$ cat src/rtl/scan_out_pkg.sv
package scan_out_pkg;

  // ==========================================================
  // register byte addresses
  localparam logic [7:0] TDO_DATA_ADDR    = 8'h00;
  localparam logic [7:0] TMS0_DATA_ADDR   = 8'h08;
  localparam logic [7:0] TMS1_DATA_ADDR   = 8'h0C;
  localparam logic [7:0] FIRST_MODE_ADDR  = 8'h10;
  localparam logic [7:0] SECOND_MODE_ADDR = 8'h14;
  localparam logic [7:0] SHIFT_EN_ADDR    = 8'h18;
  localparam logic [7:0] STATUS_ADDR      = 8'h1C;

  // ==========================================================
  // first mode register fields
  localparam int LOOP_AROUND_BIT = 0;
  localparam int AUTO_HIGH_BIT   = 1;
  // second mode register fields
  localparam int LOOPBACK_LO_BIT = 0;
  localparam int LOOPBACK_HI_BIT = 1;
  localparam int RANDOM_BIT      = 4;
  // shift enable register fields
  localparam int TDO_EN_BIT  = 0;
  localparam int TMS0_EN_BIT = 1;
  localparam int TMS1_EN_BIT = 2;
  // status register fields
  localparam int ST_TDO_FULL   = 0;
  localparam int ST_TDO_EMPTY  = 1;
  localparam int ST_TMS0_FULL  = 2;
  localparam int ST_TMS0_EMPTY = 3;
  localparam int ST_TMS1_FULL  = 4;
  localparam int ST_TMS1_EMPTY = 5;
  localparam int ST_SEEDED     = 6;
  localparam int ST_TCK_HOLD   = 7;
  localparam int ST_BITCNT_LO  = 8;

  // ==========================================================
  // reset values and sizes
  localparam logic [7:0]  MODE_RESET      = 8'h00;
  localparam logic [2:0]  SHIFT_EN_RESET  = 3'h0;
  localparam int          BYTE_BITS       = 8;
  localparam int          SEED_BYTES      = 4;
  localparam logic [2:0]  LAST_BIT        = 3'h7;
  localparam logic [1:0]  LAST_SEED       = 2'h3;
  localparam logic [31:0] RANDOM_RESET    = 32'h0000_0001;

endpackage : scan_out_pkg

$ cat src/rtl/byte_pair_shifter.sv
`timescale 1ns/1ps
module byte_pair_shifter
  import scan_out_pkg::*;
#(
  parameter int WIDTH = BYTE_BITS
) (
  // clock and reset
  input  wire logic             pclk,
  input  wire logic             presetn,
  // parallel load
  input  wire logic             load,
  input  wire logic [WIDTH-1:0] load_data,
  // shift control
  input  wire logic             shift,
  input  wire logic             swap,
  // state
  output logic                  bit_now,
  output logic                  full,
  output logic                  empty
);

  // ==========================================================
  // two byte registers, one shifting, one loading
  logic [WIDTH-1:0] byte_reg [2];
  logic [1:0]       occupied;
  logic             active;
  logic             load_sel;

  assign full     = (occupied == 2'h2);
  assign empty    = (occupied == 2'h0);
  assign load_sel = (occupied == 2'h0) ? active : ~active;
  assign bit_now  = byte_reg[active][0];

  // ==========================================================
  // swap drops any unshifted remainder of the old byte
  always_ff @(posedge pclk or negedge presetn) begin
    if (!presetn) begin
      active   <= 1'b0;
      occupied <= 2'h0;
    end else begin
      if (swap) begin
        active <= ~active;
      end
      unique case ({load && !full, swap && !empty})
        2'b10:   occupied <= occupied + 2'h1;
        2'b01:   occupied <= occupied - 2'h1;
        default: occupied <= occupied;
      endcase
    end
  end

  always_ff @(posedge pclk or negedge presetn) begin
    if (!presetn) begin
      byte_reg[0] <= '0;
      byte_reg[1] <= '0;
    end else begin
      if (shift) begin
        byte_reg[active] <= byte_reg[active] >> 1;
      end
      if (load && !full) begin
        byte_reg[load_sel] <= load_data;
      end
    end
  end

endmodule : byte_pair_shifter

$ cat src/rtl/scan_output_shifters.sv
// The APB slave port and the address map were left to the implementer.
`timescale 1ns/1ps
module scan_output_shifters
  import scan_out_pkg::*;
(
  // apb slave
  input  wire logic        pclk,
  input  wire logic        presetn,
  input  wire logic        psel,
  input  wire logic        penable,
  input  wire logic        pwrite,
  input  wire logic [7:0]  paddr,
  input  wire logic [31:0] pwdata,
  output logic             pready,
  output logic             pslverr,
  output logic [31:0]      prdata,
  // pins from outside the clock domain
  input  wire logic        sck,
  input  wire logic        output_disable,
  input  wire logic        tdi,
  // test clock control and shift length counter
  input  wire logic        tck_permit,
  input  wire logic        count_enable,
  input  wire logic        count_terminal,
  input  wire logic        count_is_one,
  output logic             tck_hold,
  // serial scan side pins
  output logic             tms0_out,
  output logic             tms0_oe,
  output logic             tms1_out,
  output logic             tms1_oe,
  output logic             tdo_out,
  output logic             tdo_oe
);

  // ==========================================================
  // pin synchronisers
  logic [1:0] sck_sync;
  logic [1:0] dis_sync;
  logic [1:0] tdi_sync;
  logic       sck_last;
  logic       sck_fall;

  always_ff @(posedge pclk or negedge presetn) begin
    if (!presetn) begin
      sck_sync <= 2'h0;
      dis_sync <= 2'h0;
      tdi_sync <= 2'h3;
      sck_last <= 1'b0;
    end else begin
      sck_sync <= {sck_sync[0], sck};
      dis_sync <= {dis_sync[0], output_disable};
      tdi_sync <= {tdi_sync[0], tdi};
      sck_last <= sck_sync[1];
    end
  end

  // one pclk pulse per falling edge of the system clock
  assign sck_fall = sck_last && !sck_sync[1];

  // ==========================================================
  // apb register file, zero wait states
  logic       acc_write;
  logic       setup_rd;
  logic       addr_ok;
  logic [7:0] first_mode;
  logic [7:0] second_mode;
  logic [2:0] shift_en;
  logic       wr_tdo;
  logic       wr_tms0;
  logic       wr_tms1;
  logic       random_start;
  logic [31:0] status_word;

  assign addr_ok = (paddr == TDO_DATA_ADDR) || (paddr == TMS0_DATA_ADDR) ||
                   (paddr == TMS1_DATA_ADDR) || (paddr == FIRST_MODE_ADDR) ||
                   (paddr == SECOND_MODE_ADDR) || (paddr == SHIFT_EN_ADDR) ||
                   (paddr == STATUS_ADDR);
  assign pready    = 1'b1;
  assign pslverr   = psel && penable && !addr_ok;
  assign acc_write = psel && penable && pwrite && addr_ok;
  assign setup_rd  = psel && !penable && !pwrite;
  assign wr_tdo    = acc_write && (paddr == TDO_DATA_ADDR);
  assign wr_tms0   = acc_write && (paddr == TMS0_DATA_ADDR);
  assign wr_tms1   = acc_write && (paddr == TMS1_DATA_ADDR);
  assign random_start = acc_write && (paddr == SECOND_MODE_ADDR) &&
                        pwdata[RANDOM_BIT] && !second_mode[RANDOM_BIT];

  always_ff @(posedge pclk or negedge presetn) begin
    if (!presetn) begin
      first_mode  <= MODE_RESET;
      second_mode <= MODE_RESET;
      shift_en    <= SHIFT_EN_RESET;
    end else if (acc_write) begin
      if (paddr == FIRST_MODE_ADDR) begin
        first_mode <= pwdata[7:0];
      end
      if (paddr == SECOND_MODE_ADDR) begin
        second_mode <= pwdata[7:0];
      end
      if (paddr == SHIFT_EN_ADDR) begin
        shift_en <= pwdata[2:0];
      end
    end
  end

  // read data is latched in the setup cycle so prdata comes from a flop
  always_ff @(posedge pclk or negedge presetn) begin
    if (!presetn) begin
      prdata <= 32'h0000_0000;
    end else if (setup_rd) begin
      unique case (paddr)
        FIRST_MODE_ADDR:  prdata <= {24'h00_0000, first_mode};
        SECOND_MODE_ADDR: prdata <= {24'h00_0000, second_mode};
        SHIFT_EN_ADDR:    prdata <= {29'h0000_0000, shift_en};
        STATUS_ADDR:      prdata <= status_word;
        default:          prdata <= 32'h0000_0000;
      endcase
    end
  end

  // ==========================================================
  // shift decisions
  logic random_mode;
  logic loopback_on;
  logic seeded;
  logic [1:0] seed_ptr;
  logic [2:0] bit_in_byte_counter;
  logic tc_seen;
  logic tc_pulse;
  logic tick;
  logic tdo_go;
  logic tms0_go;
  logic tms1_go;
  logic tdo_bit;
  logic tms0_bit;
  logic tms1_bit;
  logic tdo_full;
  logic tdo_empty;
  logic tms0_full;
  logic tms0_empty;
  logic tms1_full;
  logic tms1_empty;
  logic byte_done;
  logic force_high;
  logic [31:0] random_state;

  assign random_mode = second_mode[RANDOM_BIT];
  assign loopback_on = second_mode[LOOPBACK_HI_BIT] || second_mode[LOOPBACK_LO_BIT];
  assign tick        = sck_fall && tck_permit;
  assign tms0_go = tick && shift_en[TMS0_EN_BIT] && !tms0_empty;
  assign tms1_go = tick && shift_en[TMS1_EN_BIT] && !tms1_empty;
  assign tdo_go  = tick && shift_en[TDO_EN_BIT] &&
                   (random_mode ? seeded : !tdo_empty);
  assign byte_done = (tms0_go || tms1_go || (tdo_go && !random_mode)) &&
                     (bit_in_byte_counter == LAST_BIT);
  assign tc_pulse  = count_enable && count_terminal && !tc_seen;
  assign force_high = sck_fall && first_mode[AUTO_HIGH_BIT] && count_is_one;

  // stalls the test clock so a buffer never underruns
  assign tck_hold = (shift_en[TMS0_EN_BIT] && tms0_empty) ||
                    (shift_en[TMS1_EN_BIT] && tms1_empty) ||
                    (shift_en[TDO_EN_BIT] && (random_mode ? !seeded : tdo_empty));

  assign status_word = {21'h00_0000, bit_in_byte_counter, tck_hold, seeded,
                        tms1_empty, tms1_full, tms0_empty, tms0_full, tdo_empty, tdo_full};

  // terminal count is a level; act on its first cycle only
  always_ff @(posedge pclk or negedge presetn) begin
    if (!presetn) begin
      tc_seen <= 1'b0;
    end else begin
      tc_seen <= count_enable && count_terminal;
    end
  end

  always_ff @(posedge pclk or negedge presetn) begin
    if (!presetn) begin
      bit_in_byte_counter <= 3'h0;
    end else if (tc_pulse) begin
      bit_in_byte_counter <= 3'h0;
    end else if (tms0_go || tms1_go || (tdo_go && !random_mode)) begin
      bit_in_byte_counter <= bit_in_byte_counter + 3'h1;
    end
  end

  // ==========================================================
  // the three outgoing byte pairs
  byte_pair_shifter #(.WIDTH(BYTE_BITS)) u_tms0 (
    .pclk      (pclk),
    .presetn   (presetn),
    .load      (wr_tms0),
    .load_data (pwdata[7:0]),
    .shift     (tms0_go),
    .swap      ((tms0_go && byte_done) || (tc_pulse && shift_en[TMS0_EN_BIT])),
    .bit_now   (tms0_bit),
    .full      (tms0_full),
    .empty     (tms0_empty)
  );

  byte_pair_shifter #(.WIDTH(BYTE_BITS)) u_tms1 (
    .pclk      (pclk),
    .presetn   (presetn),
    .load      (wr_tms1),
    .load_data (pwdata[7:0]),
    .shift     (tms1_go),
    .swap      ((tms1_go && byte_done) || (tc_pulse && shift_en[TMS1_EN_BIT])),
    .bit_now   (tms1_bit),
    .full      (tms1_full),
    .empty     (tms1_empty)
  );

  // the byte pair stays beside the generator; it is idle while random mode runs
  byte_pair_shifter #(.WIDTH(BYTE_BITS)) u_tdo (
    .pclk      (pclk),
    .presetn   (presetn),
    .load      (wr_tdo && !random_mode),
    .load_data (pwdata[7:0]),
    .shift     (tdo_go && !random_mode),
    .swap      ((tdo_go && !random_mode && byte_done) ||
                (tc_pulse && shift_en[TDO_EN_BIT] && !random_mode)),
    .bit_now   (tdo_bit),
    .full      (tdo_full),
    .empty     (tdo_empty)
  );

  // ==========================================================
  // pseudo-random generator, x^32 + x^22 + x^2 + x + 1
  always_ff @(posedge pclk or negedge presetn) begin
    if (!presetn) begin
      seed_ptr <= 2'h0;
      seeded   <= 1'b0;
    end else if (random_start) begin
      seed_ptr <= 2'h0;
      seeded   <= 1'b0;
    end else if (random_mode && wr_tdo && !seeded) begin
      seed_ptr <= seed_ptr + 2'h1;
      seeded   <= (seed_ptr == LAST_SEED);
    end
  end

  always_ff @(posedge pclk or negedge presetn) begin
    if (!presetn) begin
      random_state <= RANDOM_RESET;
    end else if (random_mode && wr_tdo && !seeded && !random_start) begin
      random_state[8*seed_ptr +: 8] <= pwdata[7:0];
    end else if (random_mode && tdo_go) begin
      random_state <= {random_state[0] ^ random_state[10] ^ random_state[30] ^ random_state[31],
                       random_state[31:1]};
    end
  end

  // ==========================================================
  // serial outputs, all updated on a system clock falling edge
  always_ff @(posedge pclk or negedge presetn) begin
    if (!presetn) begin
      tms0_out <= 1'b1;
      tms1_out <= 1'b1;
    end else if (force_high) begin
      tms0_out <= 1'b1;
      tms1_out <= 1'b1;
    end else if (!loopback_on) begin
      if (tms0_go) begin
        tms0_out <= tms0_bit;
      end
      if (tms1_go) begin
        tms1_out <= tms1_bit;
      end
    end
  end

  always_ff @(posedge pclk or negedge presetn) begin
    if (!presetn) begin
      tdo_out <= 1'b1;
    end else if (sck_fall && first_mode[LOOP_AROUND_BIT]) begin
      tdo_out <= tdi_sync[1];
    end else if (tdo_go && !loopback_on) begin
      tdo_out <= random_mode ? random_state[0] : tdo_bit;
    end
  end

  assign tms0_oe = !dis_sync[1];
  assign tms1_oe = !dis_sync[1];
  assign tdo_oe  = !dis_sync[1];
endmodule : scan_output_shifters

$ cat config.mk
export PLATFORM = sky130hd
export DESIGN_NAME = scan_output_shifters
export DESIGN_NICKNAME = d
export VERILOG_FILES = /design/src/rtl/scan_out_pkg.sv /design/src/rtl/byte_pair_shifter.sv /design/src/rtl/scan_output_shifters.sv
export SDC_FILE = /design/constraint.sdc
export NUM_CORES = 1
export LEC_CHECK = 0
export BUFFER_PORTS_ARGS = -buffer_cell sky130_fd_sc_hd__clkbuf_2
export CAP_MARGIN = 10
export CORE_ASPECT_RATIO = 1.1
export CORE_MARGIN = 3
export CORE_UTILIZATION = 58
export DETAILED_ROUTE_END_ITERATION = 10
export GPL_ROUTABILITY_DRIVEN = 0
export MAX_ROUTING_LAYER = met4
export PLACE_DENSITY = 0.8
export RECOVER_POWER = 25
export SYNTH_ARGS = -nofsm -noshare
export SYNTH_HDL_FRONTEND = slang
export SYNTH_SLANG_ARGS = --single-unit
$ cat constraint.sdc
create_clock -name pclk -period 3 [get_ports pclk]
set_clock_uncertainty 0.15 [all_clocks]
set_input_delay 0.3 -clock pclk [delete_from_list [all_inputs] [get_ports pclk]]
set_output_delay 0.3 -clock pclk [all_outputs]
set_load 0.05 [all_outputs]
==> results of run 1 <==
## final cells by class
| cell class | count | area (sq um) | share of cell area |
|---|---|---|---|
| Timing Repair Buffer | 70 | 449 | 0.0548 |
| Tap cell | 154 | 193 | 0.0235 |
| Sequential cell | 136 | 3410 | 0.416 |
| Clock inverter | 5 | 27.5 | 0.00336 |
| Inverter | 7 | 26.3 | 0.00320 |
| Multi-Input combinational cell | 456 | 3610 | 0.441 |
| Clock buffer | 27 | 483 | 0.0589 |
## worst register-to-register path, delay by kind of cell, from the launching register on
kind	cells	cell delay, ps
buffers and inverters	1	230
and+or+nand+nor	3	1110
DFF	1	470
muxes	1	290
## synth_stat cells (all sizes together) (3+ instances only)
master   instances
mux2           105
o31ai            3
mux4             3
a21oi           10
dfrtp          130
mux2i           33
xnor2           13
o2bb2ai          6
o22a             3
or3             15
nand4b           5
and3             6
nand3            7
a21o             5
nand3b           3
a2bb2oi          9
dfstp            6
a31oi           14
a211oi          13
clkbuf          32
nor2b            8
xor2             3
buf             29
nand4           14
nor4b            3
nand2b          10
nand2           44
nor3            17
nor4             7
a22o             5
ha              10
o21ai           13
inv              7
nor2            24
a22oi            3
## power breakdown
| group | internal, mW | switching, mW | total (mW) | leakage (nW) |
|---|---|---|---|---|
| clock network | 1.09 | 0.734 | 1.83 | 0.249 |
| registers | 1.87 | 0.0323 | 1.90 | 1.85 |
| logic | 0.0759 | 0.228 | 0.304 | 1.88 |
## worst max path at each step
stage | slack [ps] | to | from
detailed placement | 180 | u_tms0.occupied[1] | paddr[5]
global placement | 200 | u_tms0.occupied[1] | paddr[5]
finish | 480 | tck_hold | seeded
floorplan | 350 | u_tdo.occupied[1] | paddr[5]
global route | 340 | u_tms0.active | presetn
CTS | 510 | tck_hold | seeded
## metrics by stage
step	std cells	hold WS (ps)	area (sq um)	power, mW	util
after floorplan	660	-146	7370	2.14	-
after global placement	817	110	7650	2.22	0.628
after detailed placement	817	119	7650	2.23	0.628
after CTS	855	70.1	8220	4.05	0.675
after global routing	855	100	8200	4.15	0.673
final	855	92.4	8200	4.03	0.673
## metal layers
layer	share of wire	wire [um]	global-route usage
met3	0.056	936	0.0578
met1	0.40	6730	0.293
met5	0	0	-
met2	0.51	8580	0.422
met4	0.028	465	0.112
## logic make-up after synthesis
| kind of cell | synth area share |
|---|---|
| xor gates and xnor gates | 0.0192 |
| and+or+nand+nor | 0.138 |
| buffers and inverters | 0.0487 |
| other | 0.00103 |
| muxes | 0.216 |
| adders and majority gates | 0.0171 |
| DFF | 0.467 |
| AOI/OAI and AO/OA | 0.0920 |
==> summary.txt, run 1 <==
Hold path
  • Hold WC Path Type: in -> reg
  • Hold_sp: count_is_one
  • Sink of the worst hold path: tms0_out
  • Hold-critical path depth: 3

Placement
  • Setup WS pre-CTS: between 150 and 200 ps
  • PortBufs: 46
  • Detailed placer's ending HPWL: ~11 mm

Timing
  • PnR worst setup slack: 477 ps
  • RSZ-0062 raised after global routing: false
  • Tmin final: about 2500 ps
  • Final Hold Viols: 0
  • Fin Setup TNS: 0 ps
  • Worst Tran Pin Value: around 1200 ps
  • Max Slew Vio Count: 0
  • # setup viols final: 0
  • Relative slew slack: 0.192
  • Final period utilization: 0.841
  • Fmax: roughly 400 MHz

Routing
  • DRC: 0
  • DRT iter0 DRCs: ~370
  • Routed wire per std cell: between 15 and 20 um
  • Final ANT Viol Nets: 0
  • Vias/cell: 6.12
  • Pre-Repair DR Iteration Count: 5
  • DR vias: 5229
  • Routed WL: between 15 and 20 mm

Setup path
  • Crit. End Element: output pin
  • Levels on crit path: 4
  • CP cell instances: nor2b_1 -> o21ai_0 -> nand2_1 -> clkbuf_2
  • Crit path launch type: flop
  • CP max-delay cell: nor2b_1
  • Cell class contributing the biggest share of worst-path delay: simple AND/OR/NAND/NOR gates
  • Crit-path max FO: 7
  • Worst Path Arrival: roughly 2100 ps
  • WP data required: ~2600 ps
  • Reg-to-reg endpoint: random_state[3]
  • Worst reg-to-reg setup slack: around 670 ps
  • Critical path class: reg -> out
  • Delay of the slowest cell on the worst path: around 500 ps
  • Crit path buf inv count: 1
  • Reg2reg path depth: 5
  • Reg-to-Reg Start: seeded

Floorplan
  • Rows: 42
  • I/O pin count: 93
  • Die area: 14000 sq um
  • Die W: roughly 110 um
  • Die height: 124 um
  • Core Area: about 12000 sq um
  • Initial Util: 0.599

GRT
  • Initial antenna violation count: 0
  • Total Routing Usage GR: 0.252
  • Largest net degree at the start of global routing: between 50 and 60
  • Vias in the first global route: around 5300
  • Global-route wire length before repair: 26.4 mm
  • Grt ovf: 0

Synthesis
  • Seq/Total Area, Yosys: 0.467
  • EDFF count, synth: 0
  • Syn Inst Count: 640
  • Cell variety after synth: 57
  • Post-Syn Area: 7300 sq um
  • Synthesis Warnings: 0
  • Average cell area after synthesis: between 10 and 15 sq um
  • Top cell type's share of synthesized area: 0.446
  • #FFs+latches synth: between 100 and 150
  • Main area contributors after synthesis: dfrtp_1, mux2_2, mux2i_1
  • Top_reg_cell synth: dfrtp_1
  • Yosys top cell by area: dfrtp_1
  • Async S/R FF share, synth: 1.00

CTS
  • H-tree depth: 4
  • Clk Tree Root Cell: clkbuf_16
  • CTS Buf Count: 17
  • Worst-skew pair later-pin latency: approximately 430 ps
  • CTS tree: yes
  • Hold buffer count at CTS: 6
  • Clk slew on worst S/H paths: ~60 ps
  • Bufs on Longest Clock Path: 2
  • Resized Gates After CTS: 0
  • Setup Buffers After CTS: 0
  • Sinks on Clock Net: around 140

Cells and area
  • Antenna cell count: 0
  • Layout fillers: between 800 and 900
  • Layout area overhead: 12.4%
  • Commonest non-fill, non-tap cell in the layout: dfrtp_1
  • Commonest non-fill, non-tap cells in the layout: dfrtp_1, mux2_2, clkbuf_2
  • Max FFs per register: 32
  • Post-layout net count: between 700 and 800
  • Share of cells above drive strength 1: 0.307
  • Largest reg by FF count: random_state

Power
  • VDD IR-drop max: between 0.3 and 0.4 mV
  • Pwr dens: ~490 nW/um^2
  • Leak: 3.97 nW

Run
  • Max cap viols: 0

Outcome
  • Status: complete, no violations
(Power assumes the default switching activity.)
==> run 2, diff against run 1 <==
--- a/config.mk
+++ b/config.mk
@@ -9,11 +9,11 @@
 export CAP_MARGIN = 10
 export CORE_ASPECT_RATIO = 1.1
 export CORE_MARGIN = 3
-export CORE_UTILIZATION = 58
+export CORE_UTILIZATION = 53
 export DETAILED_ROUTE_END_ITERATION = 10
 export GPL_ROUTABILITY_DRIVEN = 0
 export MAX_ROUTING_LAYER = met4
-export PLACE_DENSITY = 0.8
+export PLACE_DENSITY = 0.77
 export RECOVER_POWER = 25
 export SYNTH_ARGS = -nofsm -noshare
 export SYNTH_HDL_FRONTEND = slang
==> constraint.sdc (replaced) <==
create_clock -name pclk -period 2.2 [get_ports pclk]
set_clock_uncertainty 0.15 [all_clocks]
set_input_delay 0.22 -clock pclk [delete_from_list [all_inputs] [get_ports pclk]]
set_output_delay 0.22 -clock pclk [all_outputs]
set_load 0.05 [all_outputs]
==> summary.txt, run 2 (synthesized netlist as in run 1, its figures left out) <==
Timing
  • Fmax: around 460 MHz
  • Worst Hold Slack: 61.0 ps (was 92.4 ps)
  • Tmin final: 2170 ps
  • # setup viols final: 0 (unchanged)
  • Max Slew Vio Count: 58 (was 0)
  • Final Hold Viols: 0 (unchanged)
  • RSZ-0062 raised after global routing: true (was false)
  • PnR worst setup slack: 32.5 ps (was 477 ps)
  • Final period utilization: 0.985
  • Relative slew slack: -0.0193 (was 0.192)
  • Worst Tran Pin Value: 1530 ps (was 1210 ps)

Cells and area
  • Largest reg by FF count: random_state (unchanged)
  • Antenna cell count: 0 (unchanged)
  • Final Non-Filler Cells: 922 (was 855)
  • Max FFs per register: 32 (unchanged)
  • Share of cells above drive strength 1: 0.366 (was 0.307)
  • Reg area: 3410 sq um (unchanged)
  • Layout fillers: 991 (was 882)
  • Layout area overhead: 21.4% (was 12.4%)
  • Post-layout net count: 787 (was 750)
  • Area occupied by multi-input gates: 3850 sq um (was 3610 sq um)
  • Commonest non-fill, non-tap cell in the layout: dfrtp_1 (unchanged)
  • Commonest non-fill, non-tap cells in the layout: dfrtp_1, mux2_2, buf_4 (was dfrtp_1, mux2_2, clkbuf_2)
  • Finished layout cell area: 8860 sq um (was 8200 sq um)

Setup path
  • Delay of the slowest cell on the worst path: 430 ps (was 500 ps)
  • Crit. End Element: flop (was output pin)
  • CP max-delay cell: dfrtp_1 (was nor2b_1)
  • Reg2reg path depth: 5 (unchanged)
  • Crit-path max FO: 8 (was 7)
  • Crit path buf inv count: 1 (unchanged)
  • WP data required: 2360 ps (was 2550 ps)
  • Reg-to-Reg Start: sck_sync[1] (was seeded)
  • Crit path launch type: flop (unchanged)
  • Worst Path Arrival: 2320 ps (was 2070 ps)
  • CP cell instances: nand4b_1 -> nor4_2 -> buf_4 -> mux2_2 -> mux2_4 (was nor2b_1 -> o21ai_0 -> nand2_1 -> clkbuf_2)
  • Cell class contributing the biggest share of worst-path delay: simple AND/OR/NAND/NOR gates (unchanged)
  • Critical path class: reg -> reg (was reg -> out)
  • Reg-to-reg endpoint: u_tdo.byte_reg[14] (was random_state[3])
  • Worst reg-to-reg setup slack: 30 ps (was 670 ps)

GRT
  • Total Routing Usage GR: 0.252 (about the same)
  • Initial antenna violation count: 0 (unchanged)
  • Global-route wire length before repair: 29.2 mm (was 26.4 mm)
  • Grt ovf: 0 (unchanged)
  • Largest net degree at the start of global routing: 59 (was 57)
  • Vias in the first global route: 5690 (was 5267)

Floorplan
  • Die area: 15200 sq um (was 14000 sq um)
  • Initial Util: 0.548 (was 0.599)
  • I/O pin count: 93 (unchanged)
  • Die height: 129 um (was 124 um)
  • Die W: 118 um (was 113 um)
  • Rows: 44 (was 42)
  • Core Area: 13300 sq um (was 12200 sq um)

CTS
  • Worst-skew pair later-pin latency: 420 ps (was 430 ps)
  • Sinks on Clock Net: 136 (unchanged)
  • Clk Tree Root Cell: clkbuf_16 (unchanged)
  • Bufs on Longest Clock Path: 2 (unchanged)
  • CTS Buf Count: 17 (unchanged)
  • CTS tree: yes (unchanged)
  • H-tree depth: 4 (unchanged)
  • Clk slew on worst S/H paths: 60 ps (about the same)

Power
  • Pwr dens: 654 nW/um^2 (was 491 nW/um^2)
  • VDD IR-drop max: 0.506 mV (was 0.387 mV)
  • Total power draw: 5.79 mW (was 4.03 mW)
  • Leak: 4.24 nW (was 3.97 nW)

Placement
  • DP Area: 8190 sq um (was 7650 sq um)
  • Detailed placer's ending HPWL: 12.2 mm (was 11.2 mm)
  • Setup WS pre-CTS: -372 ps (was 178 ps)
  • Placed insts: 882 (was 817)
  • PortBufs: 46 (unchanged)

Routing
  • Pre-Repair DR Iteration Count: 5 (unchanged)
  • Routed wire per std cell: 19.4 um (was 19.5 um)
  • Final ANT Viol Nets: 0 (unchanged)
  • DRT iter0 DRCs: 400 (was 365)
  • Vias/cell: 5.97 (was 6.12)
  • DR vias: 5500 (was 5229)
  • DRC: 0 (unchanged)
  • Routed WL: 17.9 mm (was 16.7 mm)

Hold path
  • Hold-critical path depth: 3 (unchanged)
  • Sink of the worst hold path: random_state[7] (was tms0_out)
  • Hold_sp: pwdata[7] (was count_is_one)
  • Hold WC Path Type: in -> reg (unchanged)

Outcome
  • Status: finished, violations left (was complete, no violations)
  • Failing checks: capacitance limit, slew limit

Run
  • Max cap viols: 1 (was 0)
[run 2: routing by layer]
metal,wire (um),GRT usage,vias to the layer above
li1,-,-,2466
met1,7380,0.304,2772
met2,9020,0.426,217
met3,1040,0.0445,45
met4,435,0.104,0
met5,0,-,-
[run 2: power by group]
| group | switching (mW) | internal, mW |
|---|---|---|
| logic | 0.341 | 0.131 |
| registers | 0.0376 | 2.54 |
| clock network | 1.02 | 1.72 |
[run 2: cell type report]
type                            instances  share of cell area
Clock inverter                          9              0.0113
Inverter                                7             0.00297
Multi-Input combinational cell        456               0.435
Sequential cell                       136               0.385
Tap cell                              184              0.0260
Timing Repair Buffer                  107              0.0874
Clock buffer                           23              0.0528
[run 2: how the worst max path moves through the flow]
stage,from,to,slack [ps],cells after the start
2_1_floorplan,paddr[5],u_tdo.occupied[1],-300,8
3_3_place_gp,paddr[5],u_tdo.byte_reg[15],-340,7
3_5_place_dp,paddr[5],u_tdo.byte_reg[10],-370,7
4_1_cts,second_mode[4],tck_hold,9,5
5_1_grt,sck_sync[1],u_tdo.byte_reg[14],-8,5
6_report,sck_sync[1],u_tdo.byte_reg[14],30,5
[run 2: metrics by stage]
| stage | setup TNS, ps | utilization |
|---|---|---|
| global route | -12.3 | 0.665 |
| CTS | 0 | 0.663 |
| finish | 0 | 0.665 |
| floorplan | -7830 | - |
| detailed placement | -14510 | 0.614 |
| global placement | -12930 | 0.614 |
[run 2: timing repair]
action / CTS / global route
hold buffers: 7 / 0
buffers inserted: 0 / 1
resized for setup: 3 / 10
cloned: 0 / 0
hold endpoints to repair: 61 / 0
endpoints found under the setup margin: 1 / 42
[run 2: worst min-delay path, delay by kind of cell]
kind / cells / cell delay, ps
buffers and inverters: 1 / 210
muxes: 1 / 60
and+or+nand+nor: 1 / 100
==> run 3, diff against run 2 <==
--- a/config.mk
+++ b/config.mk
@@ -7,7 +7,6 @@
 export LEC_CHECK = 0
 export BUFFER_PORTS_ARGS = -buffer_cell sky130_fd_sc_hd__clkbuf_2
 export CAP_MARGIN = 10
-export CORE_ASPECT_RATIO = 1.1
 export CORE_MARGIN = 3
 export CORE_UTILIZATION = 53
 export DETAILED_ROUTE_END_ITERATION = 10
==> summary.txt, run 3 (synthesized netlist as in run 1, its figures left out) <==
Floorplan
  • Rows: 42 (was 44)
  • Die area: 15200 sq um (about the same)
  • I/O pin count: 93 (unchanged)
  • Initial Util: 0.547 (was 0.548)
  • Die W: 123 um (was 118 um)
  • Core Area: 13300 sq um (about the same)
  • Die height: 123 um (was 129 um)

GRT
  • Global-route wire length before repair: 29.3 mm (was 29.2 mm)
  • Largest net degree at the start of global routing: 66 (was 59)
  • Vias in the first global route: 5713 (was 5690)
  • Grt ovf: 0 (unchanged)
  • Total Routing Usage GR: 0.259 (was 0.252)
  • Initial antenna violation count: 0 (unchanged)

CTS
  • CTS Buf Count: 17 (unchanged)
  • Clk slew on worst S/H paths: 60 ps (about the same)
  • Sinks on Clock Net: 136 (unchanged)
  • Worst-skew pair later-pin latency: 420 ps (about the same)
  • CTS tree: yes (unchanged)
  • Clk Tree Root Cell: clkbuf_16 (unchanged)
  • Bufs on Longest Clock Path: 2 (unchanged)
  • H-tree depth: 4 (unchanged)

Setup path
  • Crit. End Element: output pin (was flop)
  • Critical path class: reg -> out (was reg -> reg)
  • Crit-path max FO: 7 (was 8)
  • Reg-to-Reg Start: u_tdo.occupied[0] (was sck_sync[1])
  • Crit path launch type: flop (unchanged)
  • Worst reg-to-reg setup slack: 100 ps (was 30 ps)
  • Worst Path Arrival: 1750 ps (was 2320 ps)
  • Reg2reg path depth: 4 (was 5)
  • WP data required: 1830 ps (was 2360 ps)
  • Reg-to-reg endpoint: bit_in_byte_counter[1] (was u_tdo.byte_reg[14])

Timing
  • PnR worst setup slack: 75.9 ps (was 32.5 ps)
  • Final Hold Viols: 0 (unchanged)
  • Max Slew Vio Count: 0 (was 58)
  • Worst Tran Pin Value: 1490 ps (was 1530 ps)
  • Fmax: 471 MHz (was 461 MHz)
  • Fin Setup TNS: 0 ps (unchanged)
  • Relative slew slack: 0.00488 (was -0.0193)
  • Worst Hold Slack: 52.1 ps (was 61.0 ps)
  • Final period utilization: 0.965 (was 0.985)
  • RSZ-0062 raised after global routing: false (was true)
  • # setup viols final: 0 (unchanged)
  • Tmin final: 2120 ps (was 2170 ps)

Power
  • Leak: 4.30 nW (was 4.24 nW)
  • Total power draw: 6.26 mW (was 5.79 mW)
  • VDD IR-drop max: 0.521 mV (was 0.506 mV)
  • Pwr dens: 696 nW/um^2 (was 654 nW/um^2)

Cells and area
  • Antenna cell count: 0 (unchanged)
  • Share of cells above drive strength 1: 0.373 (was 0.366)
  • Largest reg by FF count: random_state (unchanged)
  • Commonest non-fill, non-tap cells in the layout: dfrtp_1, mux2_2, buf_4 (unchanged)
  • Layout Utilization: 0.673 (was 0.665)
  • Final Non-Filler Cells: 919 (was 922)
  • Max FFs per register: 32 (unchanged)
  • Post-layout net count: 792 (was 787)
  • Layout area overhead: 23.1% (was 21.4%)
  • Layout fillers: 916 (was 991)
  • Commonest non-fill, non-tap cell in the layout: dfrtp_1 (unchanged)
  • Finished layout cell area: 8990 sq um (was 8860 sq um)

Routing
  • Routed WL: 18.0 mm (was 17.9 mm)
  • DRC: 0 (unchanged)
  • DR vias: 5507 (was 5500)
  • Routed wire per std cell: 19.6 um (was 19.4 um)
  • Final ANT Viol Nets: 0 (unchanged)
  • Vias/cell: 5.99 (was 5.97)
  • Pre-Repair DR Iteration Count: 5 (unchanged)
  • DRT iter0 DRCs: 323 (was 400)

Run
  • Max cap viols: 0 (was 1)

Placement
  • DP Area: 8210 sq um (was 8190 sq um)
  • Setup WS pre-CTS: -410 ps (was -372 ps)
  • Placed insts: 879 (was 882)
  • PortBufs: 46 (unchanged)
  • Detailed placer's ending HPWL: 12.4 mm (was 12.2 mm)

Hold path
  • Hold WC Path Type: in -> reg (unchanged)
  • Sink of the worst hold path: random_state[7] (unchanged)
  • Hold-critical path depth: 3 (unchanged)
  • Hold_sp: pwdata[7] (unchanged)

Outcome
  • Status: complete, no violations (was finished, violations left)
## run 3: worst max path at each step
stage,start,endpoint,slack [ps],cells after the start
after floorplan,paddr[5],u_tdo.occupied[1],-300,8
after global placement,paddr[5],u_tdo.byte_reg[15],-360,7
after detailed placement,paddr[5],u_tdo.byte_reg[10],-410,7
after CTS,u_tdo.occupied[0],bit_in_byte_counter[1],1,4
after global routing,seed_ptr[1],random_state[28],0.9,5
final,second_mode[4],tck_hold,80,5
## run 3: final cells by class
class | instances | area, sq um | area share
multi-input cells | 456 | 3840 | 0.427
clock buffers | 22 | 484 | 0.0539
well taps | 176 | 220 | 0.0245
inverters | 7 | 26.3 | 0.00292
repair buffers | 112 | 817 | 0.0909
clock inverters | 10 | 190 | 0.0212
flip-flops and latches | 136 | 3410 | 0.379
## run 3: worst max-delay path: stages, from the launching register on
cell and delay (ps):
dfrtp_1 460, buf_4 190, nor3_2 180, o21ai_0 160
nand2_1 140, buf_4 210
## run 3: repair_timing
action | 4_1_cts | 5_1_grt
hold buffers | 7 | 0
pin swaps | 0 | 0
buffers inserted | 1 | 0
resized for setup | 5 | 6
endpoints found under the setup margin | 4 | 16
endpoints found under the hold margin | 63 | 0
## run 3: report_power, final
| group | total, mW | switching [mW] | internal, mW |
|---|---|---|---|
| clock | 3.22 | 1.08 | 2.14 |
| combinational | 0.455 | 0.327 | 0.128 |
| sequential | 2.58 | 0.0426 | 2.54 |
| total | 6.26 | 1.45 | 4.81 |
## run 3: routing by layer
metal / global-route usage / vias up / share of wire
li1: - / 2484 / -
met1: 0.314 / 2788 / 0.41
met3: 0.0613 / 51 / 0.053
met4: 0.100 / 0 / 0.031
met2: 0.421 / 184 / 0.50
met5: - / - / 0
